===== config.mk =====
export PLATFORM = sky130hd
export DESIGN_NAME = t8cc_top
export DESIGN_NICKNAME = d
export VERILOG_FILES = /design/src/hdl/t8cc_pkg.sv /design/src/hdl/t8cc_clksel.sv /design/src/hdl/t8cc_top.sv
export SDC_FILE = /design/constraint.sdc
export NUM_CORES = 1
export LEC_CHECK = 0
export ABC_AREA = 1
export BUFFER_PORTS_ARGS = -buffer_cell sky130_fd_sc_hd__buf_2
export CORE_MARGIN = 2
export CORE_UTILIZATION = 60
export CTS_BUF_LIST = sky130_fd_sc_hd__clkbuf_4
export CTS_CLUSTER_SIZE = 20
export DETAILED_ROUTE_END_ITERATION = 10
export GPL_TIMING_DRIVEN = 1
export PLACE_DENSITY = 0.89
export RECOVER_POWER = 100
export SYNTH_ARGS = -nofsm -noshare
export SYNTH_HDL_FRONTEND = slang
export SYNTH_SLANG_ARGS = --single-unit

===== constraint.sdc =====
create_clock -name REF_CLK -period 3.5 [get_ports REF_CLK]
set_input_delay 0.35 -clock REF_CLK [delete_from_list [all_inputs] [get_ports REF_CLK]]
set_output_delay 0.35 -clock REF_CLK [all_outputs]
set_load 0.05 [all_outputs]

===== src/hdl/t8cc_pkg.sv =====
// What this block does
// - count 0x00 is the bottom indication
// - count 0xFF is the maximum indication
// - top is 0xFF or compare A, per mode
// - counter and compare registers are 8 bits
// - each request has a flag and mask bit
// - clock select picks prescaler or pin edge
// - clock select zero stops the counter
// - each tick clears, increments or decrements count
// - cpu reads and writes count at any time
// - cpu count write beats clear or step
// - three-bit wave mode split over two controls
// - overflow flag set at mode-dependent points
// - two comparators match count against compares
// - match sets its flag on next tick
// - masked flag requests; ack or one clears
// - wave output from matches, mode and extremes
// - compare double buffered only in pwm modes
// - buffer copies to compare at top in both pwm modes
// - cpu reaches buffer or working compare directly
// - force strobe acts like match in non-pwm
// - force sets no flag, leaves counter alone
// - clock select one ticks every system clock
// - select 7 rising, 6 falling pin edges
// - count write blocks matches on next tick
package t8cc_pkg;

   // register byte addresses on the bus
   localparam logic [31:0] OFS_CTRL_A  = 32'h0000_0000;
   localparam logic [31:0] OFS_CTRL_B  = 32'h0000_0004;
   localparam logic [31:0] OFS_COUNT   = 32'h0000_0008;
   localparam logic [31:0] OFS_CMP_A   = 32'h0000_000c;
   localparam logic [31:0] OFS_CMP_B   = 32'h0000_0010;
   localparam logic [31:0] OFS_MASK    = 32'h0000_0014;
   localparam logic [31:0] OFS_FLAG    = 32'h0000_0018;
   localparam logic [31:0] OFS_POWER   = 32'h0000_001c;

   // field positions
   localparam int CA_COMA_LSB = 6;
   localparam int CA_COMB_LSB = 4;
   localparam int CA_WM_LSB   = 0;
   localparam int CB_FOCA_BIT = 7;
   localparam int CB_FOCB_BIT = 6;
   localparam int CB_WM2_BIT  = 3;
   localparam int CB_CS_LSB   = 0;
   localparam int FL_OVF      = 0;
   localparam int FL_MA       = 1;
   localparam int FL_MB       = 2;
   localparam int PW_BIT      = 0;

   // reset values
   localparam logic [7:0] RST_BYTE  = 8'h00;
   localparam logic [2:0] RST_BITS3 = 3'h0;
   localparam logic       RST_POWER = 1'b0;

   // counter extremes
   localparam logic [7:0] BOTTOM_VAL = 8'h00;
   localparam logic [7:0] MAX_VAL    = 8'hff;
   localparam logic [7:0] ONE_VAL    = 8'h01;

   // clock select codes
   localparam logic [2:0] CS_STOP     = 3'h0;
   localparam logic [2:0] CS_DIRECT   = 3'h1;
   localparam logic [2:0] CS_DIV8     = 3'h2;
   localparam logic [2:0] CS_DIV64    = 3'h3;
   localparam logic [2:0] CS_DIV256   = 3'h4;
   localparam logic [2:0] CS_DIV1024  = 3'h5;
   localparam logic [2:0] CS_EXT_FALL = 3'h6;
   localparam logic [2:0] CS_EXT_RISE = 3'h7;

   // prescaler taps: tick when the masked bits are all ones
   localparam int         PRE_W     = 10;
   localparam logic [9:0] TAP_8     = 10'h007;
   localparam logic [9:0] TAP_64    = 10'h03f;
   localparam logic [9:0] TAP_256   = 10'h0ff;
   localparam logic [9:0] TAP_1024  = 10'h3ff;
   localparam logic [9:0] PRE_ONE   = 10'h001;
   localparam logic [9:0] PRE_ZERO  = 10'h000;

   // wave modes
   localparam logic [2:0] WM_NORMAL = 3'h0;
   localparam logic [2:0] WM_CTC    = 3'h2;
   localparam logic [1:0] WM_PHASE  = 2'h1;
   localparam logic [1:0] WM_FAST   = 2'h3;

   // compare output mode actions
   localparam logic [1:0] COM_NONE   = 2'h0;
   localparam logic [1:0] COM_TOGGLE = 2'h1;
   localparam logic [1:0] COM_CLEAR  = 2'h2;
   localparam logic [1:0] COM_SET    = 2'h3;

   typedef enum logic [1:0] {
      BUS_IDLE,
      BUS_WRITE,
      BUS_RDWAIT,
      BUS_READ
   } t8cc_bus_t;

   typedef struct packed {
      logic       enable;
      logic [2:0] sel;
   } t8cc_clk_cfg_t;

   typedef struct packed {
      logic [9:0] pre;
      logic       pin_now;
      logic       pin_prev;
   } t8cc_pre_state_t;

   typedef struct packed {
      logic [1:0]  wm_lo;
      logic [1:0]  com_a;
      logic [1:0]  com_b;
      logic        wm_hi;
      logic [2:0]  cs;
      logic [7:0]  count;
      logic [7:0]  cmp_a;
      logic [7:0]  cmp_b;
      logic [7:0]  buf_a;
      logic [7:0]  buf_b;
      logic [2:0]  mask;
      logic [2:0]  flag;
      logic        power_off;
      logic        down;
      logic        block;
      logic        out_a;
      logic        out_b;
      t8cc_bus_t   bus;
      logic [31:0] addr;
      logic [31:0] rdata;
   } t8cc_state_t;

endpackage : t8cc_pkg


===== src/hdl/t8cc_clksel.sv =====
`timescale 1ns/100ps
module t8cc_clksel
   import t8cc_pkg::*;
(
   // clock and reset
   input  wire logic          REF_CLK,
   input  wire logic          RESETN,
   // selection and pin
   input  wire t8cc_clk_cfg_t cfg,
   input  wire logic          ext_pin,
   // timer tick
   output logic               tick
);

   t8cc_pre_state_t st;
   t8cc_pre_state_t next_st;
   logic            rise;
   logic            fall;

   // prescaler runs free, so the first prescaled tick lands anywhere
   // within one divisor period after the select changes
   always_comb
   begin
      next_st          = st;
      next_st.pre      = st.pre + PRE_ONE;
      next_st.pin_now  = ext_pin;
      next_st.pin_prev = st.pin_now;
   end

   always_ff @(posedge REF_CLK or negedge RESETN)
   begin
      if (!RESETN)
      begin
         st <= '{pre: PRE_ZERO, pin_now: 1'b0, pin_prev: 1'b0};
      end
      else
      begin
         st <= next_st;
      end
   end

   assign rise = st.pin_now & ~st.pin_prev;
   assign fall = ~st.pin_now & st.pin_prev;

   always_comb
   begin
      tick = 1'b0;
      if (cfg.enable)
      begin
         unique case (cfg.sel)
            CS_STOP:     tick = 1'b0;
            CS_DIRECT:   tick = 1'b1;
            CS_DIV8:     tick = (st.pre & TAP_8) == TAP_8;
            CS_DIV64:    tick = (st.pre & TAP_64) == TAP_64;
            CS_DIV256:   tick = (st.pre & TAP_256) == TAP_256;
            CS_DIV1024:  tick = (st.pre & TAP_1024) == TAP_1024;
            CS_EXT_FALL: tick = fall;
            CS_EXT_RISE: tick = rise;
         endcase
      end
   end
endmodule : t8cc_clksel


===== src/hdl/t8cc_top.sv =====
// The register addresses and the AHB-Lite register port were chosen for this implementation.
`timescale 1ns/100ps
module t8cc_top
   import t8cc_pkg::*;
(
   // clock and reset
   input  wire logic        REF_CLK,
   input  wire logic        RESETN,
   // ahb-lite slave
   input  wire logic        HSEL,
   input  wire logic [31:0] HADDR,
   input  wire logic [1:0]  HTRANS,
   input  wire logic        HWRITE,
   input  wire logic [2:0]  HSIZE,
   input  wire logic [31:0] HWDATA,
   input  wire logic        HREADY,
   output logic [31:0]      HRDATA,
   output logic             HREADYOUT,
   output logic             HRESP,
   // external count pin
   input  wire logic        EXT_COUNT_PIN,
   // interrupt requests and their service acknowledges
   output logic [2:0]       IRQ,
   input  wire logic [2:0]  IRQ_ACK,
   // compare outputs
   output logic             COMPARE_OUT_A,
   output logic             COMPARE_OUT_B
);

   t8cc_state_t   st;
   t8cc_state_t   next_st;
   t8cc_clk_cfg_t cfg;
   logic          tick;
   logic [2:0]    wm;
   logic          pwm;
   logic          fast;
   logic          phase;
   logic [7:0]    top;
   logic          at_top;
   logic          at_bottom;
   logic          at_max;
   logic          match_a;
   logic          match_b;
   logic          wr;
   logic          cnt_wr;
   logic          force_a;
   logic          force_b;
   logic [2:0]    set_fl;
   logic [2:0]    clr_fl;
   logic          bot_evt;
   logic          addr_ok;

   assign cfg = '{enable: ~st.power_off,
                  sel:    st.cs};

   t8cc_clksel u_clksel (
      .REF_CLK (REF_CLK),
      .RESETN  (RESETN),
      .cfg     (cfg),
      .ext_pin (EXT_COUNT_PIN),
      .tick    (tick)
   );

   // mode decode; odd mode codes are the pwm ones
   assign wm        = {st.wm_hi, st.wm_lo};
   assign pwm       = wm[0];
   assign fast      = wm[1:0] == WM_FAST;
   assign phase     = wm[1:0] == WM_PHASE;
   assign top       = (wm[2] || wm == WM_CTC) ? st.cmp_a : MAX_VAL;
   assign at_top    = st.count == top;
   assign at_bottom = st.count == BOTTOM_VAL;
   assign at_max    = st.count == MAX_VAL;
   assign match_a   = tick && st.count == st.cmp_a && !st.block;
   assign match_b   = tick && st.count == st.cmp_b && !st.block;
   assign bot_evt   = tick && fast && at_top;

   assign wr      = st.bus == BUS_WRITE;
   assign cnt_wr  = wr && st.addr == OFS_COUNT;
   assign force_a = wr && st.addr == OFS_CTRL_B && HWDATA[CB_FOCA_BIT];
   assign force_b = wr && st.addr == OFS_CTRL_B && HWDATA[CB_FOCB_BIT];
   assign addr_ok = HSEL && HTRANS[1] && HREADY;

   // next level of one compare output
   function automatic logic wave_next(
      input logic       out,
      input logic [1:0] com,
      input logic       match,
      input logic       frc,
      input logic       is_pwm,
      input logic       is_fast,
      input logic       up,
      input logic       bottom
   );
      logic r;
      r = out;
      if (!is_pwm)
      begin
         if (match || frc)
         begin
            unique case (com)
               COM_NONE:   r = out;
               COM_TOGGLE: r = ~out;
               COM_CLEAR:  r = 1'b0;
               COM_SET:    r = 1'b1;
            endcase
         end
      end
      else if (is_fast)
      begin
         // bottom wins so a compare equal to top gives a steady level
         if (bottom && com[1])
            r = ~com[0];
         else if (match && com[1])
            r = com[0];
      end
      else if (match && com[1])
      begin
         r = up ? com[0] : ~com[0];
      end
      return r;
   endfunction : wave_next

   always_comb
   begin
      next_st = st;
      set_fl  = 3'h0;
      clr_fl  = IRQ_ACK;

      if (tick)
      begin
         next_st.block = 1'b0;
         if (phase)
         begin
            if (!st.down)
            begin
               if (at_top)
               begin
                  next_st.down  = 1'b1;
                  next_st.count = st.count - ONE_VAL;
               end
               else
               begin
                  next_st.count = st.count + ONE_VAL;
               end
            end
            else if (at_bottom)
            begin
               next_st.down  = 1'b0;
               next_st.count = st.count + ONE_VAL;
            end
            else
            begin
               next_st.count = st.count - ONE_VAL;
            end
         end
         else if (wm == WM_CTC || fast)
         begin
            next_st.count = at_top ? BOTTOM_VAL : st.count + ONE_VAL;
         end
         else
         begin
            next_st.count = st.count + ONE_VAL;
         end

         set_fl[FL_OVF] = phase ? (st.down && at_bottom)
                                : (fast ? at_top : at_max);
         set_fl[FL_MA]  = match_a;
         set_fl[FL_MB]  = match_b;

         // buffered compares update at top so a period never splits
         if ((fast && at_top) || (phase && at_top && !st.down))
         begin
            next_st.cmp_a = st.buf_a;
            next_st.cmp_b = st.buf_b;
         end
      end

      next_st.out_a = wave_next(st.out_a, st.com_a, match_a, force_a,
                                pwm, fast, !st.down, bot_evt);
      next_st.out_b = wave_next(st.out_b, st.com_b, match_b, force_b,
                                pwm, fast, !st.down, bot_evt);

      if (wr)
      begin
         unique case (st.addr)
            OFS_CTRL_A:
            begin
               next_st.wm_lo = HWDATA[CA_WM_LSB +: 2];
               next_st.com_a = HWDATA[CA_COMA_LSB +: 2];
               next_st.com_b = HWDATA[CA_COMB_LSB +: 2];
            end
            OFS_CTRL_B:
            begin
               next_st.wm_hi = HWDATA[CB_WM2_BIT];
               next_st.cs    = HWDATA[CB_CS_LSB +: 3];
            end
            OFS_COUNT:
            begin
               next_st.count = HWDATA[7:0];
               next_st.block = 1'b1;
            end
            OFS_CMP_A:
            begin
               next_st.buf_a = HWDATA[7:0];
               if (!pwm)
                  next_st.cmp_a = HWDATA[7:0];
            end
            OFS_CMP_B:
            begin
               next_st.buf_b = HWDATA[7:0];
               if (!pwm)
                  next_st.cmp_b = HWDATA[7:0];
            end
            OFS_MASK:  next_st.mask = HWDATA[2:0];
            OFS_FLAG:  clr_fl = clr_fl | HWDATA[2:0];
            OFS_POWER: next_st.power_off = HWDATA[PW_BIT];
            default:   next_st.mask = st.mask;
         endcase
      end

      // a hardware set in the clearing cycle survives
      next_st.flag = (st.flag & ~clr_fl) | set_fl;

      unique case (st.bus)
         BUS_IDLE, BUS_WRITE, BUS_READ:
         begin
            next_st.bus = BUS_IDLE;
            if (addr_ok)
            begin
               next_st.addr = HADDR;
               next_st.bus  = HWRITE ? BUS_WRITE : BUS_RDWAIT;
            end
         end
         BUS_RDWAIT:
         begin
            // one wait state so a write just before is seen
            next_st.bus   = BUS_READ;
            next_st.rdata = 32'h0000_0000;
            unique case (st.addr)
               OFS_CTRL_A: next_st.rdata[7:0] =
                  {st.com_a, st.com_b, 2'h0, st.wm_lo};
               OFS_CTRL_B: next_st.rdata[7:0] =
                  {4'h0, st.wm_hi, st.cs};
               OFS_COUNT:  next_st.rdata[7:0] = st.count;
               OFS_CMP_A:  next_st.rdata[7:0] = st.buf_a;
               OFS_CMP_B:  next_st.rdata[7:0] = st.buf_b;
               OFS_MASK:   next_st.rdata[2:0] = st.mask;
               OFS_FLAG:   next_st.rdata[2:0] = st.flag;
               OFS_POWER:  next_st.rdata[0]   = st.power_off;
               default:    next_st.rdata      = 32'h0000_0000;
            endcase
         end
      endcase
   end

   always_ff @(posedge REF_CLK or negedge RESETN)
   begin
      if (!RESETN)
      begin
         st <= '{wm_lo: 2'h0, com_a: 2'h0, com_b: 2'h0, wm_hi: 1'b0,
                 cs: RST_BITS3, count: RST_BYTE, cmp_a: RST_BYTE,
                 cmp_b: RST_BYTE, buf_a: RST_BYTE, buf_b: RST_BYTE,
                 mask: RST_BITS3, flag: RST_BITS3,
                 power_off: RST_POWER, down: 1'b0, block: 1'b0,
                 out_a: 1'b0, out_b: 1'b0, bus: BUS_IDLE,
                 addr: 32'h0000_0000, rdata: 32'h0000_0000};
      end
      else
      begin
         st <= next_st;
      end
   end

   assign HRDATA        = st.rdata;
   assign HREADYOUT     = st.bus != BUS_RDWAIT;
   assign HRESP         = 1'b0;
   assign IRQ           = st.flag & st.mask;
   assign COMPARE_OUT_A = st.out_a;
   assign COMPARE_OUT_B = st.out_b;
endmodule : t8cc_top


==> summary.md, run 1 <==
| Metric | Value |
|---|---|
| Sequential share of the synthesized area | 0.435 |
| DP HPWL | 11700 um |
| Worst-Margin Slew | 1.40 ns |
| Hold endpoint | st[33]$_DFFE_PN0P_ |
| Crit path cell chain | ha_1 > nand3_1 > nor2_1 > nand2_1 > nand3_2 > nand3_2 > inv_1 > nand3_4 > o211ai_1 > o21ai_1 |
| Peak Freq | 343 MHz |
| Synth warn | 0 |
| Hold Path Stages | 2 |
| Setup bufs post-CTS | 0 |
| Slew Limit Fails | 0 |
| Number of global-route vias before repair | 5322 |
| Unrepaired setup endpoints after global routing | false |
| Worst-path clk slew | 0.12 ns |
| Row count | 38 |
| R2R Path Start | u_clksel.st[2]$_DFF_PN0_ |
| HP Class | primary input to flip-flop |
| Root Driver | clkbuf_4 |
| Final hold violations | 0 |
| Sequential Area | 2880 um^2 |
| Later-pin clock latency in the skew report | 0.54 ns |
| Share of cells above drive strength 1 | 0.188 |
| IO Pins | 117 |
| Post-synth EDFFs | 0 |
| Status | finished, final reports clean |
| # fillers | 865 |
| Hold slack | 0.0320 ns |
| Post-route cell area | 7010 um^2 |
| CP max FO | 31 |
| DP Worst Slack | 0.900 ns |
| Setup tns final | 0 ns |
| Clock Sinks | 115 |
| Post-route insts no fill | 1003 |
| Vias per cell | 5.57 |
| CP max stage delay | 0.45 ns |
| Post-CTS Hold Buffers | 6 |
| Synth Cell Area | 6620 um^2 |
| Final #Nets | 933 |
| Port bufs | 63 |
| Cts repair resizes | 0 |
| First-pass GRT wire length | 26300 um |
| Area of the multi-input gates | 2960 um^2 |
| FFs w/ async S/R, synth | 1.00 |
| First-pass DRT Iterations | 6 |
| Power Density | 415 nW/um^2 |
| FF-to-FF End | st[101]$_DFF_PN0_ |
| Final Worst Setup Slack | 0.587 ns |
| Critical path class | flip-flop to flip-flop |
| Most used cell, CP | nand3_2 |
| Hold_sp | HADDR[1] |
| Initial DRC count | 471 |
| CP required | 3.91 ns |
| Die height | 109 um |
| Leakage power | 3.51 nW |
| Synth unique cells | 42 |
| Routed WL | 16300 um |
| Routability Congestion | 0.983 |
| Setup violators final | 0 |
| Die ar. | 11900 um^2 |
| Routed length per instance | 16.2 um |
| Crit path DAT | 3.32 ns |
| Htree depth | 4 |
| CP max-delay cell | nand3_4 |
| Worst r2r path cells | 10 |
| Max-Cap Viols | 0 |
| Pwr Total | 2.91 mW |
| GRT Total Usage | 0.293 |
| Clock period minus worst slack | 2.91 ns |
| Slew margin rel. | 0.0636 |
| Core Area | 10800 um^2 |
| TritonCTS Buffers | 17 |
| Synthesized area per cell | 8.40 um^2 |
| Area growth, synth to finish | 5.88% |
| Tcrit/Tclk final | 0.832 |
| Initial antenna violation count | 1 |
| Crit start category | flip-flop |
| Routed Antenna Nets | 0 |
| Ys flop type | dfrtp_1 |
| #FFs+latches synth | 115 |
| Residual DRC | 0 |
| Fin util | 0.649 |
| Die width | 109 um |
| Area after DPL | 6830 um^2 |
| CP Capture Type | flip-flop |
| Reg2Reg Setup Slack | 0.59 ns |
| Clock tree from TritonCTS | built |
| Initial Util | 0.613 |
| Placed insts | 964 |
| Remaining global-route overflow | 0 |
| Maximum vdd drop | 0.337 mV |
| Clk buf depth | 2 |
| Largest net degree at the start of global routing | 57 |
| Vias | 5587 |
| Clock Skew | 0.0241 ns |
| Cells after Synth | 788 |
[power breakdown]
group	total [mW]	internal (mW)	switching (mW)	leakage [nW]
sequential	1.53	1.46	0.0759	1.24
combinational	0.432	0.154	0.278	2.14
clock	0.941	0.413	0.528	0.129
[how the worst max path moves through the flow]
stage,start,to,slack [ns]
6_report,u_clksel.st[2]$_DFF_PN0_,st[101]$_DFF_PN0_,0.59
4_1_cts,u_clksel.st[2]$_DFF_PN0_,st[93]$_DFF_PN0_,0.87
2_1_floorplan,u_clksel.st[2]$_DFF_PN0_,COMPARE_OUT_B$_DFFE_PN0P_,1.78
3_3_place_gp,u_clksel.st[2]$_DFF_PN0_,st[104]$_DFF_PN0_,1.0
5_1_grt,u_clksel.st[2]$_DFF_PN0_,st[93]$_DFF_PN0_,0.35
3_5_place_dp,u_clksel.st[2]$_DFF_PN0_,st[105]$_DFF_PN0_,0.90
[layer usage]
metal	part of all wire	vias to the layer above	global-route usage	wire length, um
met5	0	-	0	0
met4	0.041	0	0.158	664
met3	0.074	55	0.0508	1210
met2	0.48	268	0.465	7800
met1	0.41	2613	0.384	6600
li1	-	2651	-	-
[state kept, by name, summed over array words and instances (netlist names)]
signal            cells
st                   89
u_clksel.st          11
HRDATA                8
cfg                   3
COMPARE_OUT_A         1
COMPARE_OUT_B         1
pwm                   1
u_clksel.next_st      1
[cell usage in the layout (no fill, tap or decap), types with 16 or more instances in the layout]
cell type  synthesis  routed
clkbuf_1           4      16
buf_2              9      48
mux2_2            26      26
clkbuf_4           0      17
nor2_1            60      64
inv_1             67      72
nand2_2           24      22
o21ai_1           42      26
nand2_1          168     171
o211ai_1           4      18
conb_1             1      25
nand3_1           32      33
o21ai_0           38      54
a21oi_1           29      29
dfrtp_1          115     115
[worst max-delay path, delay by kind of cell (launching register included)]
kind / cells / cell delay (ns)
compound gates: 2 / 0.47
fa+ha+maj: 1 / 0.20
buf+inv: 1 / 0.43
flops: 1 / 0.38
simple gates: 6 / 1.31
[cells in the mapped netlist, types with 2 or more instances]
cell	count	area share
ha_1	5	0.0095
buf_2	9	0.0068
a31oi_1	2	0.0019
nand3_2	5	0.0076
nand2_1	168	0.095
o31ai_1	7	0.0079
nor3_1	10	0.0076
a21oi_1	29	0.022
o22ai_1	3	0.0028
nand3_1	32	0.024
mux2_2	26	0.044
nor2_1	60	0.034
inv_4	5	0.0047
nand2_4	7	0.012
buf_6	8	0.014
nor2_2	5	0.0047
o21ai_1	42	0.032
o211ai_1	4	0.0045
nand4_1	10	0.0095
inv_1	67	0.038
clkbuf_1	4	0.0023
nand3b_1	3	0.0034
nor3_2	4	0.0060
xnor2_1	7	0.0093
xor2_1	12	0.016
nor2_4	3	0.0051
nand2_2	24	0.023
dfrtp_1	115	0.43
inv_2	16	0.0091
o211ai_2	14	0.026
o21ai_0	38	0.029
buf_4	34	0.039
[kinds of logic after synthesis]
kind of cell,count (synthesis),share of synthesized area
xor+xnor,19,0.0251
other cells,1,0.000566
buf+inv,143,0.113
simple gates,334,0.239
flops,115,0.435
compound gates,145,0.134
mux,26,0.0442
fa+ha+maj,5,0.00945
[area by class of cell]
cell class | instances | share of cell area
Antenna cell | 1 | 0.000357
Clock buffer | 17 | 0.0182
Clock inverter | 14 | 0.0200
Inverter | 88 | 0.0487
Multi-Input combinational cell | 554 | 0.422
Sequential cell | 115 | 0.411
Tap cell | 140 | 0.0250
Timing Repair Buffer | 74 | 0.0553
Note: power is estimated with default switching activity, not from simulation.
==> run 2: changes to the inputs <==
--- a/config.mk
+++ b/config.mk
@@ -8,12 +8,12 @@
 export ABC_AREA = 1
 export BUFFER_PORTS_ARGS = -buffer_cell sky130_fd_sc_hd__buf_2
 export CORE_MARGIN = 2
-export CORE_UTILIZATION = 60
+export CORE_UTILIZATION = 58
 export CTS_BUF_LIST = sky130_fd_sc_hd__clkbuf_4
 export CTS_CLUSTER_SIZE = 20
 export DETAILED_ROUTE_END_ITERATION = 10
 export GPL_TIMING_DRIVEN = 1
-export PLACE_DENSITY = 0.89
+export PLACE_DENSITY = 0.86
 export RECOVER_POWER = 100
 export SYNTH_ARGS = -nofsm -noshare
 export SYNTH_HDL_FRONTEND = slang
==> constraint.sdc (replaced) <==
create_clock -name REF_CLK -period 2.8 [get_ports REF_CLK]
set_input_delay 0.28 -clock REF_CLK [delete_from_list [all_inputs] [get_ports REF_CLK]]
set_output_delay 0.28 -clock REF_CLK [all_outputs]
set_load 0.05 [all_outputs]
==> summary.md, run 2 (synthesis gave the netlist of run 1 again) <==
| Metric | Value |
|---|---|
| Status | finished, final reports clean (unchanged) |
| Row count | 39 (was 38) |
| Vias per cell | 5.69 (was 5.57) |
| Uppermost layer routed | met4 (unchanged) |
| FF-to-FF End | HRDATA[0]$_DFFE_PN0P_ (was st[101]$_DFF_PN0_) |
| Share of cells above drive strength 1 | 0.182 (was 0.188) |
| Sw Pwr | 1.16 mW (was 0.882 mW) |
| Setup violators final | 0 (unchanged) |
| Number of global-route vias before repair | 5755 (was 5322) |
| Leakage power | 3.73 nW (was 3.51 nW) |
| Crit path DAT | 3.02 ns (was 3.32 ns) |
| Post-route insts no fill | 1043 (was 1003) |
| Initial antenna violation count | 0 (was 1) |
| Routed WL | 17700 um (was 16300 um) |
| Reg2Reg Setup Slack | 0.28 ns (was 0.59 ns) |
| Clock period minus worst slack | 2.52 ns (was 2.91 ns) |
| TritonCTS Buffers | 17 (unchanged) |
| Routed length per instance | 17.0 um (was 16.2 um) |
| Maximum vdd drop | 0.461 mV (was 0.337 mV) |
| Max reg flops | 89 (unchanged) |
| Pint | 2.48 mW (was 2.02 mW) |
| # fillers | 891 (was 865) |
| Clock tree from TritonCTS | built (unchanged) |
| Critical path class | flip-flop to flip-flop (unchanged) |
| HP Class | primary input to flip-flop (unchanged) |
| Peak Freq | 397 MHz (was 343 MHz) |
| Slew margin rel. | 0.167 (was 0.0636) |
| Routability Congestion | 0.968 (was 0.983) |
| Initial DRC count | 672 (was 471) |
| Port bufs | 63 (unchanged) |
| Tcrit/Tclk final | 0.900 (was 0.832) |
| Crit path depth | 13 (was 10) |
| Die width | 111 um (was 109 um) |
| Core Area | 11300 um^2 (was 10800 um^2) |
| Worst-path clk slew | 0.11 ns (was 0.12 ns) |
| Area growth, synth to finish | 11.9% (was 5.88%) |
| CP max FO | 10 (was 31) |
| IO Pins | 117 (unchanged) |
| Htree depth | 4 (unchanged) |
| Clock power frac | 0.304 (was 0.324) |
| Die ar. | 12300 um^2 (was 11900 um^2) |
| Delay-heaviest family, CP | simple AND/OR/NAND/NOR gates (unchanged) |
| Crit path cell chain | nor2_1 > nand2_1 > nor2_1 > inv_1 > nor3_1 > nand2_1 > clkinvlp_2 > nand2_1 > o21ai_0 > nor2_1 > nand4_1 > nand2_1 > nand2_1 (was ha_1 > nand3_1 > nor2_1 > nand2_1 > nand3_2 > nand3_2 > inv_1 > nand3_4 > o211ai_1 > o21ai_1) |
| Worst r2r path cells | 13 (was 10) |
| Met3 WL | 1550 um (was 1210 um) |
| CP Capture Type | flip-flop (unchanged) |
| Power Density | 491 nW/um^2 (was 415 nW/um^2) |
| Most used cell, CP | nand2_1 (was nand3_2) |
| CP Capture Point | HRDATA[0]$_DFFE_PN0P_ (was st[101]$_DFF_PN0_) |
| Final #Nets | 972 (was 933) |
| Root Driver | clkbuf_4 (unchanged) |
| Seq pwr share | 0.531 (was 0.527) |
| Clk buf depth | 2 (unchanged) |
| CP required | 3.30 ns (was 3.91 ns) |
| Slew Limit Fails | 0 (unchanged) |
| Fin util | 0.657 (was 0.649) |
| CP max stage delay | 0.39 ns (was 0.45 ns) |
| DRT met1 WL | 6660 um (was 6600 um) |
| Initial Util | 0.587 (was 0.613) |
| First-pass GRT wire length | 28900 um (was 26300 um) |
| Met2 routed wirelength | 8500 um (was 7800 um) |
| Die height | 111 um (was 109 um) |
| Setup tns final | 0 ns (unchanged) |
| GRT Total Usage | 0.300 (was 0.293) |
| Commonest non-fill, non-tap cell in the layout | nand2_1 (unchanged) |
| Crit start category | flip-flop (unchanged) |
| CP max-delay cell | dfrtp_1 (was nand3_4) |
| DP HPWL | 11800 um (was 11700 um) |
| Worst-Margin Slew | 1.25 ns (was 1.40 ns) |
| Placed insts | 969 (was 964) |
| Clock Sinks | 115 (unchanged) |
| CP Launch Point | st[43]$_DFFE_PN0P_ (was u_clksel.st[2]$_DFF_PN0_) |
| R2R Path Start | st[43]$_DFFE_PN0P_ (was u_clksel.st[2]$_DFF_PN0_) |
| Max-Cap Viols | 0 (unchanged) |
| WP buf/inv | 2 (was 1) |
| Top reg by flops | st (unchanged) |
| Final hold violations | 0 (unchanged) |
| Area after DPL | 6860 um^2 (was 6830 um^2) |
| First-pass DRT Iterations | 5 (was 6) |
| Comb pwr share | 0.165 (was 0.149) |
| Residual DRC | 0 (unchanged) |
| Switch share | 0.319 (was 0.303) |
| Routed Antenna Nets | 0 (unchanged) |
| Unrepaired setup endpoints after global routing | false (unchanged) |
| Antenna diode count | 0 (was 1) |
| Setup bufs post-CTS | 0 (unchanged) |
| Largest net degree at the start of global routing | 64 (was 57) |
| Cts repair resizes | 0 (unchanged) |
| Post-route cell area | 7410 um^2 (was 7010 um^2) |
| Remaining global-route overflow | 0 (unchanged) |
| Later-pin clock latency in the skew report | 0.57 ns (was 0.54 ns) |
| Clock Skew | 0.0248 ns (was 0.0241 ns) |
| Vias | 5937 (was 5587) |
| Most frequent cells in the layout | nand2_1 (178), dfrtp_1 (115), inv_1 (71), nor2_1 (64), o21ai_0 (55) (was nand2_1 (171), dfrtp_1 (115), inv_1 (72), nor2_1 (64), o21ai_0 (54)) |
run 2: cell count changes in the layout (fill, tap and decap cells not counted), moves of 2 or more:
cell / before / now
nand2_2: 22 / 15
mux2_1: 0 / 3
o211ai_1: 18 / 8
dlygate4sd3_1: 7 / 44
nand2_1: 171 / 178
mux2_2: 26 / 23
o211ai_2: 0 / 10
inv_6: 1 / 3
run 2: repair_timing:
action / CTS / global route
hold endpoints to repair: 95 / 0
endpoints found under the setup margin: 0 / 0
hold buffers: 44 / 0
run 2: layout make-up:
| cell class | instances | area (um^2) | area share |
|---|---|---|---|
| multi-input combinational | 554 | 3000 | 0.405 |
| sequential | 115 | 2880 | 0.388 |
| timing repair buffer | 113 | 772 | 0.104 |
| inverter | 88 | 342 | 0.0461 |
| tap | 143 | 179 | 0.0241 |
| clock buffer | 17 | 128 | 0.0172 |
| clock inverter | 13 | 113 | 0.0152 |
run 2: power groups by stage:
stage	logic [mW]	registers (mW)	clock network, mW
floorplan	0.430	1.91	0
global placement	0.525	1.94	0
detailed placement	0.546	1.95	0
CTS	0.600	1.92	1.11
global route	0.649	1.95	1.18
finish	0.599	1.93	1.10
run 2: per-stage QoR:
step	power, mW	hold slack [ns]	setup WS [ns]
floorplan	2.34	-0.0156	1.08
global placement	2.46	0.351	0.574
detailed placement	2.50	0.350	0.527
CTS	3.62	0.00186	0.488
global route	3.78	0.0197	0.154
finish	3.63	0.0298	0.280
run 2: worst min-delay path by stage:
stage,startpoint,endpoint,slack (ns),cells after the start
after floorplan,RESETN,COMPARE_OUT_A$_DFFE_PN0P_,-0.02,0
after global placement,RESETN,st[59]$_DFFE_PN0P_,0.35,1
after detailed placement,RESETN,st[58]$_DFFE_PN0P_,0.35,1
after CTS,HWDATA[2],st[111]$_DFF_PN0_,0.002,3
after global routing,HWDATA[2],st[111]$_DFF_PN0_,0.02,3
final,HWDATA[2],st[111]$_DFF_PN0_,0.03,3
run 2: worst reg2reg max path, delay by kind of cell, from the launching register on:
family	cells	cell delay (ns)
DFF	1	0.39
buffers and inverters	2	0.62
AOI/OAI and AO/OA	1	0.16
and+or+nand+nor	10	1.30
run 2: per-layer routing:
metal	up-vias	GRT usage
li1	2729	-
met1	2768	0.370
met2	362	0.496
met3	78	0.0525
met4	0	0.181
met5	-	0
